`config.mk`:
```
export PLATFORM = sky130hd
export DESIGN_NAME = board_port
export DESIGN_NICKNAME = d
export VERILOG_FILES = /design/src/board_port_pkg.sv /design/src/pin_sync.sv /design/src/board_port.sv
export SDC_FILE = /design/constraint.sdc
export NUM_CORES = 1
export LEC_CHECK = 0
export CAP_MARGIN = 20
export CORE_MARGIN = 2
export CORE_UTILIZATION = 40
export CTS_BUF_LIST = sky130_fd_sc_hd__clkbuf_8 sky130_fd_sc_hd__clkbuf_16
export CTS_CLUSTER_SIZE = 24
export DETAILED_ROUTE_END_ITERATION = 12
export DONT_BUFFER_PORTS = 1
export PLACE_DENSITY_LB_ADDON = 0.15
export SLEW_MARGIN = 40
export SYNTH_ARGS = -nofsm -noshare
export SYNTH_HDL_FRONTEND = slang
export SYNTH_SLANG_ARGS = --single-unit
```
`constraint.sdc`:
```
create_clock -name clk_i -period 1.8 [get_ports clk_i]
set_clock_uncertainty 0.2 [all_clocks]
set_input_delay 0.18 -clock clk_i [delete_from_list [all_inputs] [get_ports clk_i]]
set_output_delay 0.18 -clock clk_i [all_outputs]
set_load 0.01 [all_outputs]
```
`src/board_port_pkg.sv`:
```
// Package with I/O addresses, command fields and reset values for the board port block
package board_port_pkg;
  // Host I/O byte addresses
  localparam logic [7:0] PORT_A_ADDR        = 8'h0c8;
  localparam logic [7:0] PORT_B_ADDR        = 8'h0ca;
  localparam logic [7:0] PORT_C_ADDR        = 8'h0cc;
  localparam logic [7:0] PORT_C_BIT_COMMAND = 8'h0ce;
  localparam logic [7:0] ADDRESS_MODE_LATCH = 8'h0e4;
  localparam logic [7:0] PARITY_ERROR_CLEAR = 8'h0e8;
  // Control word fields
  localparam int CMD_MODE_SET_POS = 7;
  localparam int CMD_SEL_MSB      = 3;
  localparam int CMD_SEL_LSB      = 1;
  localparam int CMD_VALUE_POS    = 0;
  localparam int CMD_PORT_A_IN    = 4;
  localparam int MODE_SELECT_POS  = 0;
  // Port C bit positions
  localparam int STROBE_DRIVE_BIT       = 0;
  localparam int SHARED_MEMORY_LOCK_BIT = 1;
  localparam int NMI_MASK_BIT           = 2;
  localparam int BUS_TIMEOUT_ENABLE_BIT = 3;
  localparam int USER_INTR_LATCH_BIT    = 4;
  localparam int BUS_INTR_DRIVE_ONE     = 5;
  localparam int BUS_INTR_DRIVE_TWO     = 6;
  localparam int PRINTER_INTR_ENABLE_BIT = 7;
  // Reset values
  localparam logic [7:0] PORT_C_RESET  = 8'h00;
  localparam logic [7:0] PORT_A_RESET  = 8'h00;
  localparam logic       MODE_RESET    = 1'b0;
  localparam logic       PORT_A_OUT_RESET = 1'b0;
  // Unmapped or write-only reads
  localparam logic [7:0] READ_IDLE = 8'h00;
  // Printer status bit positions on port B
  localparam int STAT_BUSY_POS  = 0;
  localparam int STAT_ACK_POS   = 1;
  localparam int STAT_FAULT_POS = 2;
endpackage

```
`src/pin_sync.sv`:
```
// Three-flop pin synchroniser with agreement filter
`timescale 1ns/100ps
module pin_sync (
  input  wire logic clk_i,
  input  wire logic rst_i,
  input  wire logic rst_val_i,
  input  wire logic pin_i,
  output logic      level_o
);
  logic s1_reg;
  logic s2_reg;
  logic s3_reg;

  // First stage feeds only the second
  always_ff @(posedge clk_i) begin
    s1_reg <= pin_i;
    s2_reg <= s1_reg;
    s3_reg <= s2_reg;
  end

  // Change counts once stages two and three agree
  always_ff @(posedge clk_i) begin
    if (rst_i) begin
      level_o <= rst_val_i;
    end else if (s2_reg == s3_reg) begin
      level_o <= s3_reg;
    end
  end
endmodule

```
`src/board_port.sv`:
```
// Port C bit control, printer port, parity clear and address mode latch
// Notes on behaviour
// [RL1] Control byte 0000xxxx: bits 3..1 pick a port C bit, bit 0 its value.
// [RL2] Printer strobe idles high, low while the strobe drive bit is set.
// [RL3] NMI mask bit set blocks the NMI request; clear lets it pass.
// [RL4] Time-out enable bit set enables the time-out interrupt; clear clears and holds it.
// [RL5] User latch bit set enables user latch and lights LED two; clear clears both.
// [RL6] Bus interrupt drive bits set pull their active-low bus lines low.
// [RL7] Printer enable bit set enables latch and LED four; clear clears latch.
// [RL8] Printer data bus is driven from port A when port A is an output.
// [RL9] Printer holds busy low when it can take data, high otherwise.
// [RL10] Printer drives acknowledge low when it has taken the byte.
// [RL11] Printer raises fault when it needs operator attention.
// [RL12] Host places data, pulses strobe low, then waits for busy low.
// [RL13] Printer raises busy, pulses acknowledge, then drops busy.
// [RL14] Driver reads port B status: busy 0 and acknowledge 1 before writing.
// [RL15] Enabled acknowledge sets printer latch, which requests slave level 7.
// [RL16] Service clears the printer enable bit, sets it after the next strobe.
// [RL17] Any byte write to parity clear address clears the parity error latch.
// [RL18] Host clears parity and masks NMI around uninitialised memory access.
// [RL19] Byte write with mode bit 1 to mode address selects protected mode.
// [RL20] Mode address reads mode bit; a write with bit 0 returns to real mode.
// [RL21] Word write to port B address also sets protected mode, no port effect.
// [RL22] After power-up the address mode latch shows real mode.
// [RL23] After reset the port comes up in basic mode, all ports inputs; here only port A goes to input, port C keeps driving its latches, reset to 00.
// [RL24] A bit command changes only the chosen port C bit.
// [RL25] Time-out events are ignored while the time-out enable bit is clear.
`timescale 1ns/100ps
module board_port (
  input  wire logic       clk_i,
  input  wire logic       rst_i,
  // Host I/O access
  input  wire logic [7:0] io_addr_i,
  input  wire logic [7:0] io_wdata_i,
  input  wire logic       io_wr_i,
  input  wire logic       io_rd_i,
  input  wire logic       io_word_i,
  output logic      [7:0] io_rdata_o,
  // Board inputs
  input  wire logic [2:0] user_code_i,
  input  wire logic       nmi_request_i,
  input  wire logic       bus_timeout_event_i,
  input  wire logic       user_intr_set_i,
  input  wire logic       parity_error_i,
  // Printer pins
  input  wire logic       printer_busy_in,
  input  wire logic       printer_ack_n,
  input  wire logic       printer_fault_in,
  output logic      [7:0] printer_data_out,
  output logic            printer_data_oe_o,
  output logic            printer_strobe_n,
  // Board outputs
  output logic            shared_memory_lock_n_o,
  output logic            nmi_o,
  output logic            bus_timeout_intr_o,
  output logic            user_intr_latch_out,
  output logic            user_led_two,
  output logic            user_led_four,
  output logic            bus_intr_one_n_o,
  output logic            bus_intr_two_n_o,
  output logic            printer_intr_latch_out,
  output logic            parity_intr_o,
  output logic            protected_mode_o
);
  logic [7:0] port_c_reg;
  logic [7:0] port_a_reg;
  logic       port_a_out_reg;
  logic       mode_reg;
  logic       timeout_intr_reg;
  logic       timeout_prev_reg;
  logic       user_latch_reg;
  logic       printer_latch_reg;
  logic       parity_latch_reg;
  logic       busy_s;
  logic       ack_n_s;
  logic       fault_s;
  logic       timeout_s;
  logic       cmd_wr;
  logic       bitcmd_wr;
  logic       mode_wr;
  logic       port_a_wr;
  logic       port_c_wr;
  logic       parity_wr;
  logic       protect_word_wr;
  logic [2:0] bit_sel;
  logic [7:0] status_word;

  // Printer pins and the bus time-out event pass the synchroniser
  pin_sync busy_sync (
    .clk_i     (clk_i),
    .rst_i     (rst_i),
    .rst_val_i (1'b0),
    .pin_i     (printer_busy_in),
    .level_o   (busy_s)
  );
  pin_sync ack_sync (
    .clk_i     (clk_i),
    .rst_i     (rst_i),
    .rst_val_i (1'b1),
    .pin_i     (printer_ack_n),
    .level_o   (ack_n_s)
  );
  pin_sync fault_sync (
    .clk_i     (clk_i),
    .rst_i     (rst_i),
    .rst_val_i (1'b0),
    .pin_i     (printer_fault_in),
    .level_o   (fault_s)
  );
  pin_sync timeout_sync (
    .clk_i     (clk_i),
    .rst_i     (rst_i),
    .rst_val_i (1'b0),
    .pin_i     (bus_timeout_event_i),
    .level_o   (timeout_s)
  );

  // Address decode; byte accesses only except the port B word write
  // Word accesses elsewhere are dropped, so a stray word write cannot hit a latch
  always_comb begin
    cmd_wr          = 1'b0;
    mode_wr         = 1'b0;
    port_a_wr       = 1'b0;
    port_c_wr       = 1'b0;
    parity_wr       = 1'b0;
    protect_word_wr = 1'b0;
    if (io_wr_i && io_word_i) begin
      protect_word_wr = (io_addr_i == board_port_pkg::PORT_B_ADDR); // [RL21]
    end else if (io_wr_i) begin
      unique case (io_addr_i)
        board_port_pkg::PORT_C_BIT_COMMAND: begin
          cmd_wr = 1'b1;
        end
        board_port_pkg::ADDRESS_MODE_LATCH: begin
          mode_wr = 1'b1;
        end
        board_port_pkg::PORT_A_ADDR: begin
          port_a_wr = 1'b1;
        end
        board_port_pkg::PORT_C_ADDR: begin
          port_c_wr = 1'b1;
        end
        board_port_pkg::PARITY_ERROR_CLEAR: begin
          parity_wr = 1'b1;
        end
        default: begin
        end
      endcase
    end
  end
  assign bitcmd_wr = cmd_wr && !io_wdata_i[board_port_pkg::CMD_MODE_SET_POS]; // [RL1]
  assign bit_sel   = io_wdata_i[board_port_pkg::CMD_SEL_MSB:board_port_pkg::CMD_SEL_LSB];

  // Port C output latches, one per bit so a command touches only its own
  for (genvar i = 0; i < 8; i++) begin : g_port_c
    always_ff @(posedge clk_i) begin
      if (rst_i) begin
        port_c_reg[i] <= board_port_pkg::PORT_C_RESET[i]; // [RL23]
      end else if (bitcmd_wr && (bit_sel == 3'(i))) begin
        port_c_reg[i] <= io_wdata_i[board_port_pkg::CMD_VALUE_POS]; // [RL1] [RL24]
      end else if (port_c_wr) begin
        port_c_reg[i] <= io_wdata_i[i];
      end
    end
  end

  // Port B status word for polling; bits 4:3 read zero
  always_comb begin
    status_word                                 = {user_code_i, 5'h00};
    status_word[board_port_pkg::STAT_BUSY_POS]  = busy_s;
    status_word[board_port_pkg::STAT_ACK_POS]   = ack_n_s; // [RL14]
    status_word[board_port_pkg::STAT_FAULT_POS] = fault_s;
  end

  // Mode set word: only port A direction is meaningful, always mode 0
  always_ff @(posedge clk_i) begin
    if (rst_i) begin
      port_a_out_reg <= board_port_pkg::PORT_A_OUT_RESET; // [RL23]
    end else if (cmd_wr && io_wdata_i[board_port_pkg::CMD_MODE_SET_POS]) begin
      port_a_out_reg <= !io_wdata_i[board_port_pkg::CMD_PORT_A_IN];
    end
  end

  // Port A data latch; a word write to port B never reaches it
  always_ff @(posedge clk_i) begin
    if (rst_i) begin
      port_a_reg <= board_port_pkg::PORT_A_RESET;
    end else if (port_a_wr) begin
      port_a_reg <= io_wdata_i;
    end
  end

  // Printer data follows port A only while port A is an output
  always_ff @(posedge clk_i) begin
    if (rst_i) begin
      printer_data_out <= board_port_pkg::PORT_A_RESET;
    end else begin
      printer_data_out <= port_a_out_reg ? port_a_reg : board_port_pkg::PORT_A_RESET; // [RL8]
    end
  end
  assign printer_data_oe_o = port_a_out_reg; // [RL8]

  // Strobe timing is software paced: data, strobe, wait for busy low
  assign printer_strobe_n = !port_c_reg[board_port_pkg::STROBE_DRIVE_BIT]; // [RL2] [RL12]

  assign shared_memory_lock_n_o = port_c_reg[board_port_pkg::SHARED_MEMORY_LOCK_BIT];
  // Masking gates the request so uninitialised memory reads stay quiet
  assign nmi_o = nmi_request_i && !port_c_reg[board_port_pkg::NMI_MASK_BIT]; // [RL3] [RL18]
  assign bus_intr_one_n_o = !port_c_reg[board_port_pkg::BUS_INTR_DRIVE_ONE]; // [RL6]
  assign bus_intr_two_n_o = !port_c_reg[board_port_pkg::BUS_INTR_DRIVE_TWO]; // [RL6]
  assign user_led_two  = port_c_reg[board_port_pkg::USER_INTR_LATCH_BIT]; // [RL5]
  assign user_led_four = port_c_reg[board_port_pkg::PRINTER_INTR_ENABLE_BIT]; // [RL7]

  // Time-out latch sets on a rising event, held clear while disabled
  always_ff @(posedge clk_i) begin
    if (rst_i) begin
      timeout_prev_reg <= 1'b0;
    end else begin
      timeout_prev_reg <= timeout_s;
    end
  end
  always_ff @(posedge clk_i) begin
    if (rst_i) begin
      timeout_intr_reg <= 1'b0;
    end else if (!port_c_reg[board_port_pkg::BUS_TIMEOUT_ENABLE_BIT]) begin
      timeout_intr_reg <= 1'b0; // [RL4] [RL25]
    end else if (timeout_s && !timeout_prev_reg) begin
      timeout_intr_reg <= 1'b1; // [RL4]
    end
  end
  assign bus_timeout_intr_o = timeout_intr_reg;

  // User latch: clear bit low forces zero, set input latches one
  always_ff @(posedge clk_i) begin
    if (rst_i) begin
      user_latch_reg <= 1'b0;
    end else if (!port_c_reg[board_port_pkg::USER_INTR_LATCH_BIT]) begin
      user_latch_reg <= 1'b0; // [RL5]
    end else if (user_intr_set_i) begin
      user_latch_reg <= 1'b1; // [RL5]
    end
  end
  assign user_intr_latch_out = user_latch_reg;

  // Printer latch: disabled clears it, acknowledge low sets it
  always_ff @(posedge clk_i) begin
    if (rst_i) begin
      printer_latch_reg <= 1'b0;
    end else if (!port_c_reg[board_port_pkg::PRINTER_INTR_ENABLE_BIT]) begin
      printer_latch_reg <= 1'b0; // [RL7] [RL16]
    end else if (!ack_n_s) begin
      printer_latch_reg <= 1'b1; // [RL15]
    end
  end
  // Routed to slave controller level 7 outside this block
  assign printer_intr_latch_out = printer_latch_reg; // [RL15]

  // Parity latch: a new error in the clear cycle wins
  always_ff @(posedge clk_i) begin
    if (rst_i) begin
      parity_latch_reg <= 1'b0;
    end else if (parity_error_i) begin
      parity_latch_reg <= 1'b1;
    end else if (parity_wr) begin
      parity_latch_reg <= 1'b0; // [RL17] [RL18]
    end
  end
  assign parity_intr_o = parity_latch_reg;

  // Address mode latch
  always_ff @(posedge clk_i) begin
    if (rst_i) begin
      mode_reg <= board_port_pkg::MODE_RESET; // [RL22]
    end else if (protect_word_wr) begin
      mode_reg <= 1'b1; // [RL21]
    end else if (mode_wr) begin
      mode_reg <= io_wdata_i[board_port_pkg::MODE_SELECT_POS]; // [RL19] [RL20]
    end
  end
  assign protected_mode_o = mode_reg;

  // Read data registered; port B carries printer status for polling
  always_ff @(posedge clk_i) begin
    if (rst_i) begin
      io_rdata_o <= board_port_pkg::READ_IDLE;
    end else if (io_rd_i) begin
      unique case (io_addr_i)
        board_port_pkg::PORT_A_ADDR: begin
          io_rdata_o <= port_a_out_reg ? port_a_reg : board_port_pkg::READ_IDLE;
        end
        board_port_pkg::PORT_B_ADDR: begin
          io_rdata_o <= status_word; // [RL14]
        end
        board_port_pkg::PORT_C_ADDR: begin
          io_rdata_o <= port_c_reg;
        end
        board_port_pkg::ADDRESS_MODE_LATCH: begin
          io_rdata_o <= {7'h00, mode_reg}; // [RL20]
        end
        default: begin
          io_rdata_o <= board_port_pkg::READ_IDLE;
        end
      endcase
    end
  end
endmodule

```
# After elaboration in Yosys (flattened, before gate mapping)
# Cells that the tools add are included.
[totals] wordCells=126 inputBits=31 regBits=55 out_inout_bits=29
[classes] mux=38 n_bitwise=3 n_reduce_logical=34 n_eq_ne=17
[ops] op="$eq A8 B8 Y1 const B" n=6
[ops] op="$mux W1" n=36
[ops] op="$pmux W8 S4" n=1
[ops] op="$reduce_bool A2 Y1" n=10
[ops] op="$logic_and A1 B1 Y1" n=13
[ops] op="$eq A3 B3 Y1 const B" n=4
[ops] op="$mux W8" n=1
[ops] op="$logic_not A1 Y1" n=7
[ops] op="$eq A3 B2 Y1 const B" n=2
[ops] op="$reduce_or A2 Y1" n=3
[ops] op="$eq A1 B1 Y1" n=4
[ops] op="$eq A3 B1 Y1 const B" n=1
[ops] op="$logic_not A3 Y1" n=1
[ops] op="$not A1 Y1" n=3

# Longest topological paths before layout
# Gate-level depths: netlist of run 1.
[logic_depth] ltp_word=7 ltp_mapped=6 depth_no_buf=4

# Hierarchy
# A second synthesis of run 1 with hierarchy kept.
[unflattened] hier_cells=245 area_unflattened_um2=2429.8
[modules_own_cells] mod="board_port" seq_area_each_um2=780.7 cells_per_inst=217 instances=1 area_each_um2=1949.4
[modules_own_cells] mod="pin_sync" seq_area_each_um2=90.1 cells_per_inst=7 instances=4 area_each_um2=120.1

# Worst setup path before layout of run 1
# Ideal clock, no wire load.
[synth_timing] path_type="input to register" from="input port io_addr_i[0]" to="register port_a_reg[1]" setup_time_ns=0.128 arrival_time_ns=1.475 path_buffers=0 slack_ns=-0.003 required_ns=1.472 cell_stages=4 path_cell_list="or4b_4 nor4_4 mux2i_1 nor2_1"
[synth_between] elab_chain_cells=4
[synth_lines] item="start: declaration" line_no="board_port.sv:33" source="input wire logic [7:0] io_addr_i,"
[synth_lines] item="$eq A8 B8 Y1" line_no="board_port.sv:130" source="unique case (io_addr_i)"
[synth_lines] item="$mux W1" line_no="board_port.sv:130"
[synth_lines] item="$mux W1" line_no="board_port.sv:129" source="end else if (io_wr_i) begin"
[synth_lines] item="$mux W1" line_no="board_port.sv:127" source="if (io_wr_i && io_word_i) begin"
[synth_lines] item="end signal: assignment" line_no="board_port.sv:187" source="port_a_reg <= board_port_pkg::PORT_A_RESET;"
[synth_lines] item="end signal: assignment" line_no="board_port.sv:189" source="port_a_reg <= io_wdata_i;"
[synth_lines] item="end: declaration" line_no="board_port.sv:66" source="logic [7:0] port_a_reg;"
# No other way between the ends.
# A chain may end at the register's enable or synchronous reset.

# Final worst setup path of run 1
[layout_timing] from="input port io_addr_i[0]" to="register port_c_reg[5]"
[layout_between] elab_chain_cells=7 word_cells_on_any_way=12 classes_between="2 x eq/ne; 7 x mux; 3 x reduce/logical"
[layout_lines] item="$eq A8 B8 Y1" line_no="board_port.sv:130"
[layout_lines] item="$mux W1" line_no="board_port.sv:130"
[layout_lines] item="$mux W1" line_no="board_port.sv:129"
[layout_lines] item="$mux W1" line_no="board_port.sv:127"
[layout_lines] item="$logic_and A1 B1 Y1" line_no="board_port.sv:151" source="assign bitcmd_wr = cmd_wr && !io_wdata_i[board_port_pkg::CMD_MODE_SET_POS];"
[layout_lines] item="$logic_and A1 B1 Y1" line_no="board_port.sv:159" source="end else if (bitcmd_wr && (bit_sel == 3'(i))) begin"
[layout_lines] item="$mux W1 / $reduce_bool A2 Y1 (equally long branches)"
[layout_lines] item="end signal: indexed assignment" line_no="board_port.sv:158" source="port_c_reg[i] <= board_port_pkg::PORT_C_RESET[i];"
[layout_lines] item="end signal: indexed assignment" line_no="board_port.sv:160" source="port_c_reg[i] <= io_wdata_i[board_port_pkg::CMD_VALUE_POS];"
[layout_lines] item="end signal: indexed assignment" line_no="board_port.sv:162" source="port_c_reg[i] <= io_wdata_i[i];"
[layout_lines] item="end: declaration" line_no="board_port.sv:65" source="logic [7:0] port_c_reg;"
# Parallel ways exist; a longest one is shown, timed or not.

==> results.cfg, run 1 <==
[run_status]
run_status = completed

[floorplan]
effective_utilization_at_floorplan_pct = 41.4
fp.dieH_um = 79.2
die_width_um = 79.2
floorplan.io_pins = 60
design.die.area_um2 = 6280
fp.coreArea_um2 = 5470
std_cell_rows = 27

[place]
portBuffers = 0
detailed_place_hpwl_um = 4090
global_placer_s_final_weighted_congestion = 0.827
dpl.cell_count = 323
placed_area_um2 = 2390

[yosys]
yosys_most_used_dff = sky130_fd_sc_hd__dfxtp_1
synth_top_cells_by_area = sky130_fd_sc_hd__dfxtp_1 49%, sky130_fd_sc_hd__nand2_1 4.8%, sky130_fd_sc_hd__o21ai_0 4.0%, sky130_fd_sc_hd__mux2i_1 3.5%, sky130_fd_sc_hd__nor2_1 3.3%
synthesis_warnings = 0
synth_largest_type_area_fraction_pct = 48.6
compound_gate_fraction_of_synth_area_pct = 17.9
postSynthCellCount = 255
number_of_nets_in_the_synthesized_netlist = 286
postSynthRegisterBits = 55
post_synth_and_or_nand_nor_area_fraction_pct = 25.8
syn_area_um2 = 2260
yosys.area_share.adder_pct = 0
postSynth.asyncResetShare_pct = 0
largest_family_of_logic_cells_by_synthesized_area = simple AND/OR/NAND/NOR gates
synth_sequential_area_ratio_pct = 48.6
mux_share_of_post_synthesis_cell_area_pct = 3.54
synth_top_cell_by_area = sky130_fd_sc_hd__dfxtp_1
synth_xor_xnor_area_share_pct = 0
synth_edf_count = 0
synth_cell_types = 39
avgSynthCellArea_um2 = 8.88

[routing]
post_dr_vias_cell = 5.59
postRouteAntennaNets = 0
drt-wirelength-per-cell_um = 17.3
postRouteWirelength_um = 6520
drt_first_pass_iters = 4
drtIter0Drc = 142
post-route-drc-count = 0
routed-via-count = 2102

[timing]
final.hold.worst_slack_ns = 0.0281
max_slew_vio_count = 0
final-hold-violation-count = 0
period_minus_slack_ns = 1.71
worst_slew_pin_slew_ns = 0.604
finalSetupTns_ns = 0
slew-limit-headroom_pct = 59.6
final-setup-viol-count = 0
unrepaired_setup_endpoints_after_global_routing = yes
period_share_pct = 95.2
maxClockFrequency_mhz = 584

[worst_setup_path]
top_delay_family_on_crit_path = buffers and inverters
critical_path_arrival_ns = 1.77
critical_path.max_fanout = 8
worst-setup-path-type = input pin to flip-flop
worstSetupEndpointType = flip-flop
crit_buf_inv = 2
critical_path_slowest_stage_cell = sky130_fd_sc_hd__dlygate4sd3_1
critical_path.cell_chain = or4b_4, buf_4, o41ai_2, a21oi_1, nor4_2, dlygate4sd3_1
minimum_setup_slack_among_reg_to_reg_paths_ns = 0.13
critical_path.startpoint_type = input pin
cp_data_required_time_ns = 1.86
critPathMaxStageDelay_ns = 0.57

[cells_and_area]
register_area_um2 = 1100
area_growth_syn_to_layout_pct = 30.4
multiInputGateArea_um2 = 1090
finish.instance_area_um2 = 2950
antenna_cells_inserted = 0
utilization_pct = 53.9
finalNonFillerCells = 376
design.final.nets = 334
post_route_cells_drive_above_1_share_pct = 9.87
number_of_fill_cells = 543
layout.cells.most_common = sky130_fd_sc_hd__dfxtp_1
mostFrequentLayoutCells = 53 x sky130_fd_sc_hd__dfxtp_1, 45 x sky130_fd_sc_hd__dlygate4sd3_1, 29 x sky130_fd_sc_hd__nand2_1

[cts]
cts_max_path_buffers = 2
cts_buffers = 5
clkLatencyLatePin_ns = 0.31
clk_transition_reported_paths_ns = 0.10
tritoncts_clock_tree = done
cts.root.buffer_cell = sky130_fd_sc_hd__clkbuf_8
cts_setup_buffers = 0
ctsHtreeMaxLevel = 2
tritoncts_num_sinks = 55

[pwr]
power.static_leakage_nw = 1.04
vdd_ir_drop_max_mv = 0.518
pwr_density_cell_nw_per_um2 = 701

[global_route]
via_count_of_the_first_global_routing_pass = 2020
grt_start_max_net_pins = 26
global_route.overflow_total = 0
antenna_found_initial = 0
grt_pass1_wl_um = 10300
global_route.usage.total_pct = 21.6

[hold_path]
timing.hold.worst.class = input pin to flip-flop

[run]
max_cap_violations = 0
-- Yosys cell counts, types with 2 or more instances --
library cell,instances
sky130_fd_sc_hd__o211ai_1,4
sky130_fd_sc_hd__dfxtp_1,55
sky130_fd_sc_hd__o41ai_1,4
sky130_fd_sc_hd__inv_1,11
sky130_fd_sc_hd__nand3_1,2
sky130_fd_sc_hd__nand2_1,29
sky130_fd_sc_hd__nand3b_1,4
sky130_fd_sc_hd__or3_1,2
sky130_fd_sc_hd__nand2b_1,4
sky130_fd_sc_hd__a21oi_1,11
sky130_fd_sc_hd__or4_1,2
sky130_fd_sc_hd__o21ai_0,18
sky130_fd_sc_hd__o31ai_1,2
sky130_fd_sc_hd__a311oi_1,2
sky130_fd_sc_hd__nand4_1,4
sky130_fd_sc_hd__nor4_1,10
sky130_fd_sc_hd__and2_1,9
sky130_fd_sc_hd__nor3_1,6
sky130_fd_sc_hd__nor2b_1,8
sky130_fd_sc_hd__clkbuf_1,10
sky130_fd_sc_hd__mux2i_1,8
sky130_fd_sc_hd__nor2_1,20
sky130_fd_sc_hd__o21a_1,2
sky130_fd_sc_hd__buf_1,4
sky130_fd_sc_hd__a211oi_1,3
sky130_fd_sc_hd__o311ai_0,2
sky130_fd_sc_hd__a32oi_1,7
-- per-stage QoR --
step	power [mW]	worst slack [ns]
CTS	2.09	0.0589
global route	2.15	-0.0128
detailed placement	1.35	0.0588
floorplan	1.36	-0.00254
finish	2.07	0.0871
global placement	1.35	0.0804
-- power breakdown --
group | internal, mW | switching [mW]
clock network | 0.267 | 0.393
logic | 0.0862 | 0.0720
registers | 1.24 | 0.0126
-- area by class of cell --
class	count	area share (%)
flip-flops and latches	55	37.4
multi-input cells	175	37.1
repair buffers	55	18.2
well taps	72	3.05
clock buffers	5	2.33
inverters	11	1.40
clock inverters	3	0.509
-- path summary, 6_finish.rpt --
check | start | end | cells past startpoint
worst max-delay path | io_addr_i[0] | port_c_reg[5] | 6
worst min-delay path | io_wdata_i[4] | user_led_two | 3
worst max register to register | shared_memory_lock_n_o | shared_memory_lock_n_o | 4
worst min register to register | timeout_sync.s1_reg | timeout_sync.s2_reg | 0
-- kinds of logic (layout without fill, tap and decap cells) --
family,count (synthesis),count (layout)
buffers and inverters,25,74
AND/OR/NAND/NOR,107,107
multiplexers,8,8
AO/OA/AOI/OAI,60,60
flip-flops,55,55
-- worst reg2reg max path: cells and delay by family, from the launching register on --
kind                   cells  cell delay [ns]
and+or+nand+nor            1             0.05
AOI/OAI and AO/OA          2             0.38
buffers and inverters      1             0.58
DFF                        1             0.41
-- metal layers --
metal | share of wire (%) | vias to the layer above | GRT usage [%]
li1 | - | 1016 | -
met1 | 44 | 1003 | 28.6
met2 | 47 | 74 | 34.6
met3 | 6.9 | 9 | 4.66
met4 | 1.6 | 0 | 8.28
met5 | 0 | - | 0
-- what timing repair did --
item                                    4_1_cts  5_1_grt
endpoints found under the setup margin        0        5
gates resized for setup                       0        7
hold buffers                                 45        0
hold endpoints to repair                     47        0
(Power assumes the default switching activity.)
==> run 2, diff against run 1 <==
--- a/config.mk
+++ b/config.mk
@@ -12,7 +12,7 @@
 export CTS_CLUSTER_SIZE = 24
 export DETAILED_ROUTE_END_ITERATION = 12
 export DONT_BUFFER_PORTS = 1
-export PLACE_DENSITY_LB_ADDON = 0.15
+export PLACE_DENSITY_LB_ADDON = 0.2
 export SLEW_MARGIN = 40
 export SYNTH_ARGS = -nofsm -noshare
 export SYNTH_HDL_FRONTEND = slang
==> results.cfg, run 2 (synthesized netlist as in run 1, its figures left out) <==
[routing]
met3WireLength_um = 560
routed-via-count = 2045
postRouteAntennaNets = 0
postRouteWirelength_um = 6320
post-route-drc-count = 0
drt_first_pass_iters = 4
routed_wl_met2_um = 2980
met1Wirelength_um = 2710
drt-wirelength-per-cell_um = 16.9
post_dr_vias_cell = 5.48
drtIter0Drc = 145
top_layer = met4

[floorplan]
design.die.area_um2 = 6280
fp.dieH_um = 79.2
std_cell_rows = 27
floorplan.io_pins = 60
die_width_um = 79.2
fp.coreArea_um2 = 5470
effective_utilization_at_floorplan_pct = 41.4

[run]
max_cap_violations = 0

[global_route]
grt_start_max_net_pins = 26
global_route.usage.total_pct = 20.9
global_route.overflow_total = 0
grt_pass1_wl_um = 10000
antenna_found_initial = 0
via_count_of_the_first_global_routing_pass = 1946

[cts]
ctsHtreeMaxLevel = 2
tritoncts_num_sinks = 55
cts_max_path_buffers = 2
cts.root.buffer_cell = sky130_fd_sc_hd__clkbuf_8
tritoncts_clock_tree = done
clkLatencyLatePin_ns = 0.31
cts_buffers = 5
clk_transition_reported_paths_ns = 0.09
cts_setup_buffers = 0

[worst_setup_path]
critical_path.max_fanout = 5
critical_path_arrival_ns = 1.72
critical_path.startpoint_type = input pin
worst-setup-path-type = input pin to flip-flop
cp_data_required_time_ns = 1.78
worstSetupEndpointType = flip-flop

[pwr]
power.static_leakage_nw = 1.04
pwr_density_cell_nw_per_um2 = 765
vdd_ir_drop_max_mv = 0.609

[timing]
max_slew_vio_count = 0
worst_slew_pin_slew_ns = 0.606
final-setup-viol-count = 0
final-hold-violation-count = 0
maxClockFrequency_mhz = 575
slew-limit-headroom_pct = 59.4
period_minus_slack_ns = 1.74
final.hold.worst_slack_ns = 0.0110
period_share_pct = 96.5
unrepaired_setup_endpoints_after_global_routing = no

[cells_and_area]
design.final.nets = 331
post_route_cells_drive_above_1_share_pct = 8.97
area_growth_syn_to_layout_pct = 30.1
layout.cells.most_common = sky130_fd_sc_hd__dfxtp_1
finish.instance_area_um2 = 2940
finalNonFillerCells = 373
antenna_cells_inserted = 0
mostFrequentLayoutCells = 53 x sky130_fd_sc_hd__dfxtp_1, 43 x sky130_fd_sc_hd__dlygate4sd3_1, 29 x sky130_fd_sc_hd__nand2_1

[run_status]
run_status = completed

[place]
global_placer_s_final_weighted_congestion = 0.887
detailed_place_hpwl_um = 4210
dpl.cell_count = 322
placed_area_um2 = 2380
portBuffers = 0

[hold_path]
timing.hold.worst.class = input pin to flip-flop
## run 2: final timing paths
check                          from                endpoint  slack (ns)  depth (start not counted)
max                   io_wdata_i[3]           port_c_reg[3]        0.06                          4
min                   io_wdata_i[1]           port_c_reg[6]        0.01                          2
max reg2reg  shared_memory_lock_n_o  shared_memory_lock_n_o        0.10                          4
min reg2reg        busy_sync.s1_reg        busy_sync.s2_reg        0.13                          0
## run 2: timing repair
action                                 4_1_cts  5_1_grt
gates resized for setup                      0        4
endpoints found under the hold margin       47        0
hold buffers                                43        0
setup endpoints to repair                    0        4
## run 2: critical path: stages
cell	delay, ns
sky130_fd_sc_hd__dlygate4sd3_1	0.63
sky130_fd_sc_hd__or3_1	0.44
sky130_fd_sc_hd__o311ai_0	0.34
sky130_fd_sc_hd__o211ai_1	0.13
## run 2: through the flow
step | setup slack (ns) | util (%) | setup TNS (ns) | power [mW]
global route | 0.00269 | 53.8 | 0 | 2.35
finish | 0.0623 | 53.8 | 0 | 2.25
floorplan | -0.00254 | - | -0.0192 | 1.36
detailed placement | 0.0583 | 43.5 | 0 | 1.35
CTS | 0.0689 | 53.5 | 0 | 2.28
global placement | 0.0652 | 43.5 | 0 | 1.35
## run 2: area by class of cell
class,count,area [µm²]
multi-input cells,175,1080
fillers,537,2530
well taps,72,90.1
clock inverters,2,35.0
clock buffers,6,82.6
repair buffers,52,510
flip-flops and latches,55,1100
inverters,11,41.3
## run 2: routing by layer
metal	vias to the layer above	track usage, %
li1	1014	-
met1	950	27.5
met2	73	33.9
met3	8	5.68
met4	0	5.52
met5	-	0
## run 2: where the power goes
| group | total [mW] | switching [mW] | internal, mW |
|---|---|---|---|
| combinational | 0.155 | 0.0712 | 0.0837 |
| clock | 0.846 | 0.395 | 0.451 |
| sequential | 1.25 | 0.0127 | 1.24 |
| total | 2.25 | 0.479 | 1.77 |
==> run 3, diff against run 2 <==
--- a/config.mk
+++ b/config.mk
@@ -12,7 +12,7 @@
 export CTS_CLUSTER_SIZE = 24
 export DETAILED_ROUTE_END_ITERATION = 12
 export DONT_BUFFER_PORTS = 1
-export PLACE_DENSITY_LB_ADDON = 0.2
+export PLACE_DENSITY_LB_ADDON = 0.05
 export SLEW_MARGIN = 40
 export SYNTH_ARGS = -nofsm -noshare
 export SYNTH_HDL_FRONTEND = slang
==> results.cfg, run 3 (synthesized netlist as in run 1, its figures left out) <==
[run]
max_cap_violations = 0

[cells_and_area]
post_route_cells_drive_above_1_share_pct = 8.97
mostFrequentLayoutCells = 54 x sky130_fd_sc_hd__dfxtp_1, 44 x sky130_fd_sc_hd__dlygate4sd3_1, 29 x sky130_fd_sc_hd__nand2_1
finish.instance_area_um2 = 2960
utilization_pct = 54.0
antenna_cells_inserted = 0
layout.cells.most_common = sky130_fd_sc_hd__dfxtp_1
design.final.nets = 332
area_growth_syn_to_layout_pct = 30.7

[routing]
postRouteAntennaNets = 0
postRouteWirelength_um = 6410
post_dr_vias_cell = 5.51
drtIter0Drc = 96
routed-via-count = 2056
post-route-drc-count = 0
drt-wirelength-per-cell_um = 17.2
drt_first_pass_iters = 4

[global_route]
antenna_found_initial = 0
grt_pass1_wl_um = 10000
grt_start_max_net_pins = 28
global_route.usage.total_pct = 20.7
via_count_of_the_first_global_routing_pass = 1977
global_route.overflow_total = 0

[cts]
tritoncts_clock_tree = done
tritoncts_num_sinks = 55
cts_buffers = 5
cts.root.buffer_cell = sky130_fd_sc_hd__clkbuf_8
ctsHtreeMaxLevel = 2
cts_setup_buffers = 0
clkLatencyLatePin_ns = 0.30
cts_max_path_buffers = 2
clk_transition_reported_paths_ns = 0.10

[worst_setup_path]
worst-setup-path-type = input pin to flip-flop
critical_path_slowest_stage_cell = sky130_fd_sc_hd__dlygate4sd3_1
critical_path.startpoint_type = input pin
critical_path.max_fanout = 7
critical_path_arrival_ns = 1.75
critical_path.cell_chain = nand4bb_1, buf_4, nor4_2, a31o_2, dlygate4sd3_1, a21oi_1
worstSetupEndpointType = flip-flop
cp_data_required_time_ns = 1.80
critPathMaxStageDelay_ns = 0.56

[timing]
maxClockFrequency_mhz = 572
period_minus_slack_ns = 1.75
worst_slew_pin_slew_ns = 0.650
slew-limit-headroom_pct = 56.5
final-setup-viol-count = 0
max_slew_vio_count = 0
final-hold-violation-count = 1
final.hold.worst_slack_ns = -0.00915
period_share_pct = 97.0
unrepaired_setup_endpoints_after_global_routing = no

[floorplan]
fp.dieH_um = 79.2
fp.coreArea_um2 = 5470
floorplan.io_pins = 60
design.die.area_um2 = 6280
effective_utilization_at_floorplan_pct = 41.4
std_cell_rows = 27
die_width_um = 79.2

[place]
global_placer_s_final_weighted_congestion = 0.850
detailed_place_hpwl_um = 4200
placed_area_um2 = 2380
portBuffers = 0

[pwr]
power.static_leakage_nw = 1.04
vdd_ir_drop_max_mv = 0.411
pwr_density_cell_nw_per_um2 = 743

[run_status]
run_status = finished, violations left
violated_checks = hold timing

[hold_path]
timing.hold.worst.class = input pin to flip-flop
-- run 3: final timing paths --
| check | startpoint | to | slack [ns] | cells after the start |
|---|---|---|---|---|
| min | io_wdata_i[2] | port_c_reg[5] | -0.009 | 3 |
| max reg2reg | user_led_four | user_led_four | 0.15 | 4 |
| min reg2reg | busy_sync.s1_reg | busy_sync.s2_reg | 0.13 | 0 |
| max | io_word_i | user_led_two | 0.05 | 6 |
-- run 3: timing repair --
item                                    CTS  global route
endpoints found under the setup margin    0             6
gates resized for setup                   0             7
endpoints found under the hold margin    47             1
hold buffers                             43             2
-- run 3: where the power goes --
| part | total [mW] | internal, mW | switching, mW |
|---|---|---|---|
| clock network | 0.783 | 0.403 | 0.380 |
| registers | 1.25 | 1.24 | 0.0127 |
| logic | 0.163 | 0.0874 | 0.0752 |
-- run 3: final cells by class --
class	instances	area, µm²
clock buffer	5	68.8
clock inverter	2	33.8
fill	528	2510
inverter	11	41.3
multi-input combinational	175	1100
sequential	55	1100
tap	72	90.1
timing repair buffer	53	520
-- run 3: metal layers --
layer | GRT usage (%) | vias up | routed length (µm)
met2 | 34.0 | 70 | 3030
met4 | 5.69 | 0 | 64
met5 | 0 | - | 0
met3 | 5.91 | 6 | 452
met1 | 26.5 | 962 | 2860
li1 | - | 1018 | -
-- run 3: worst max-delay path, delay by kind of cell --
kind            cells  cell delay, ns
compound gates      2            0.26
simple gates        2            0.54
buf+inv             2            0.77
-- run 3: stage by stage --
stage / setup TNS [ns] / power (mW) / setup slack [ns] / cells
6_report: 0 / 2.20 / 0.0532 / 373
2_1_floorplan: -0.0192 / 1.36 / -0.00254 / 255
3_5_place_dp: 0 / 1.35 / 0.0355 / 322
4_1_cts: 0 / 2.21 / 0.0239 / 372
3_3_place_gp: 0 / 1.35 / 0.0524 / 322
5_1_grt: 0 / 2.29 / 0.00151 / 373
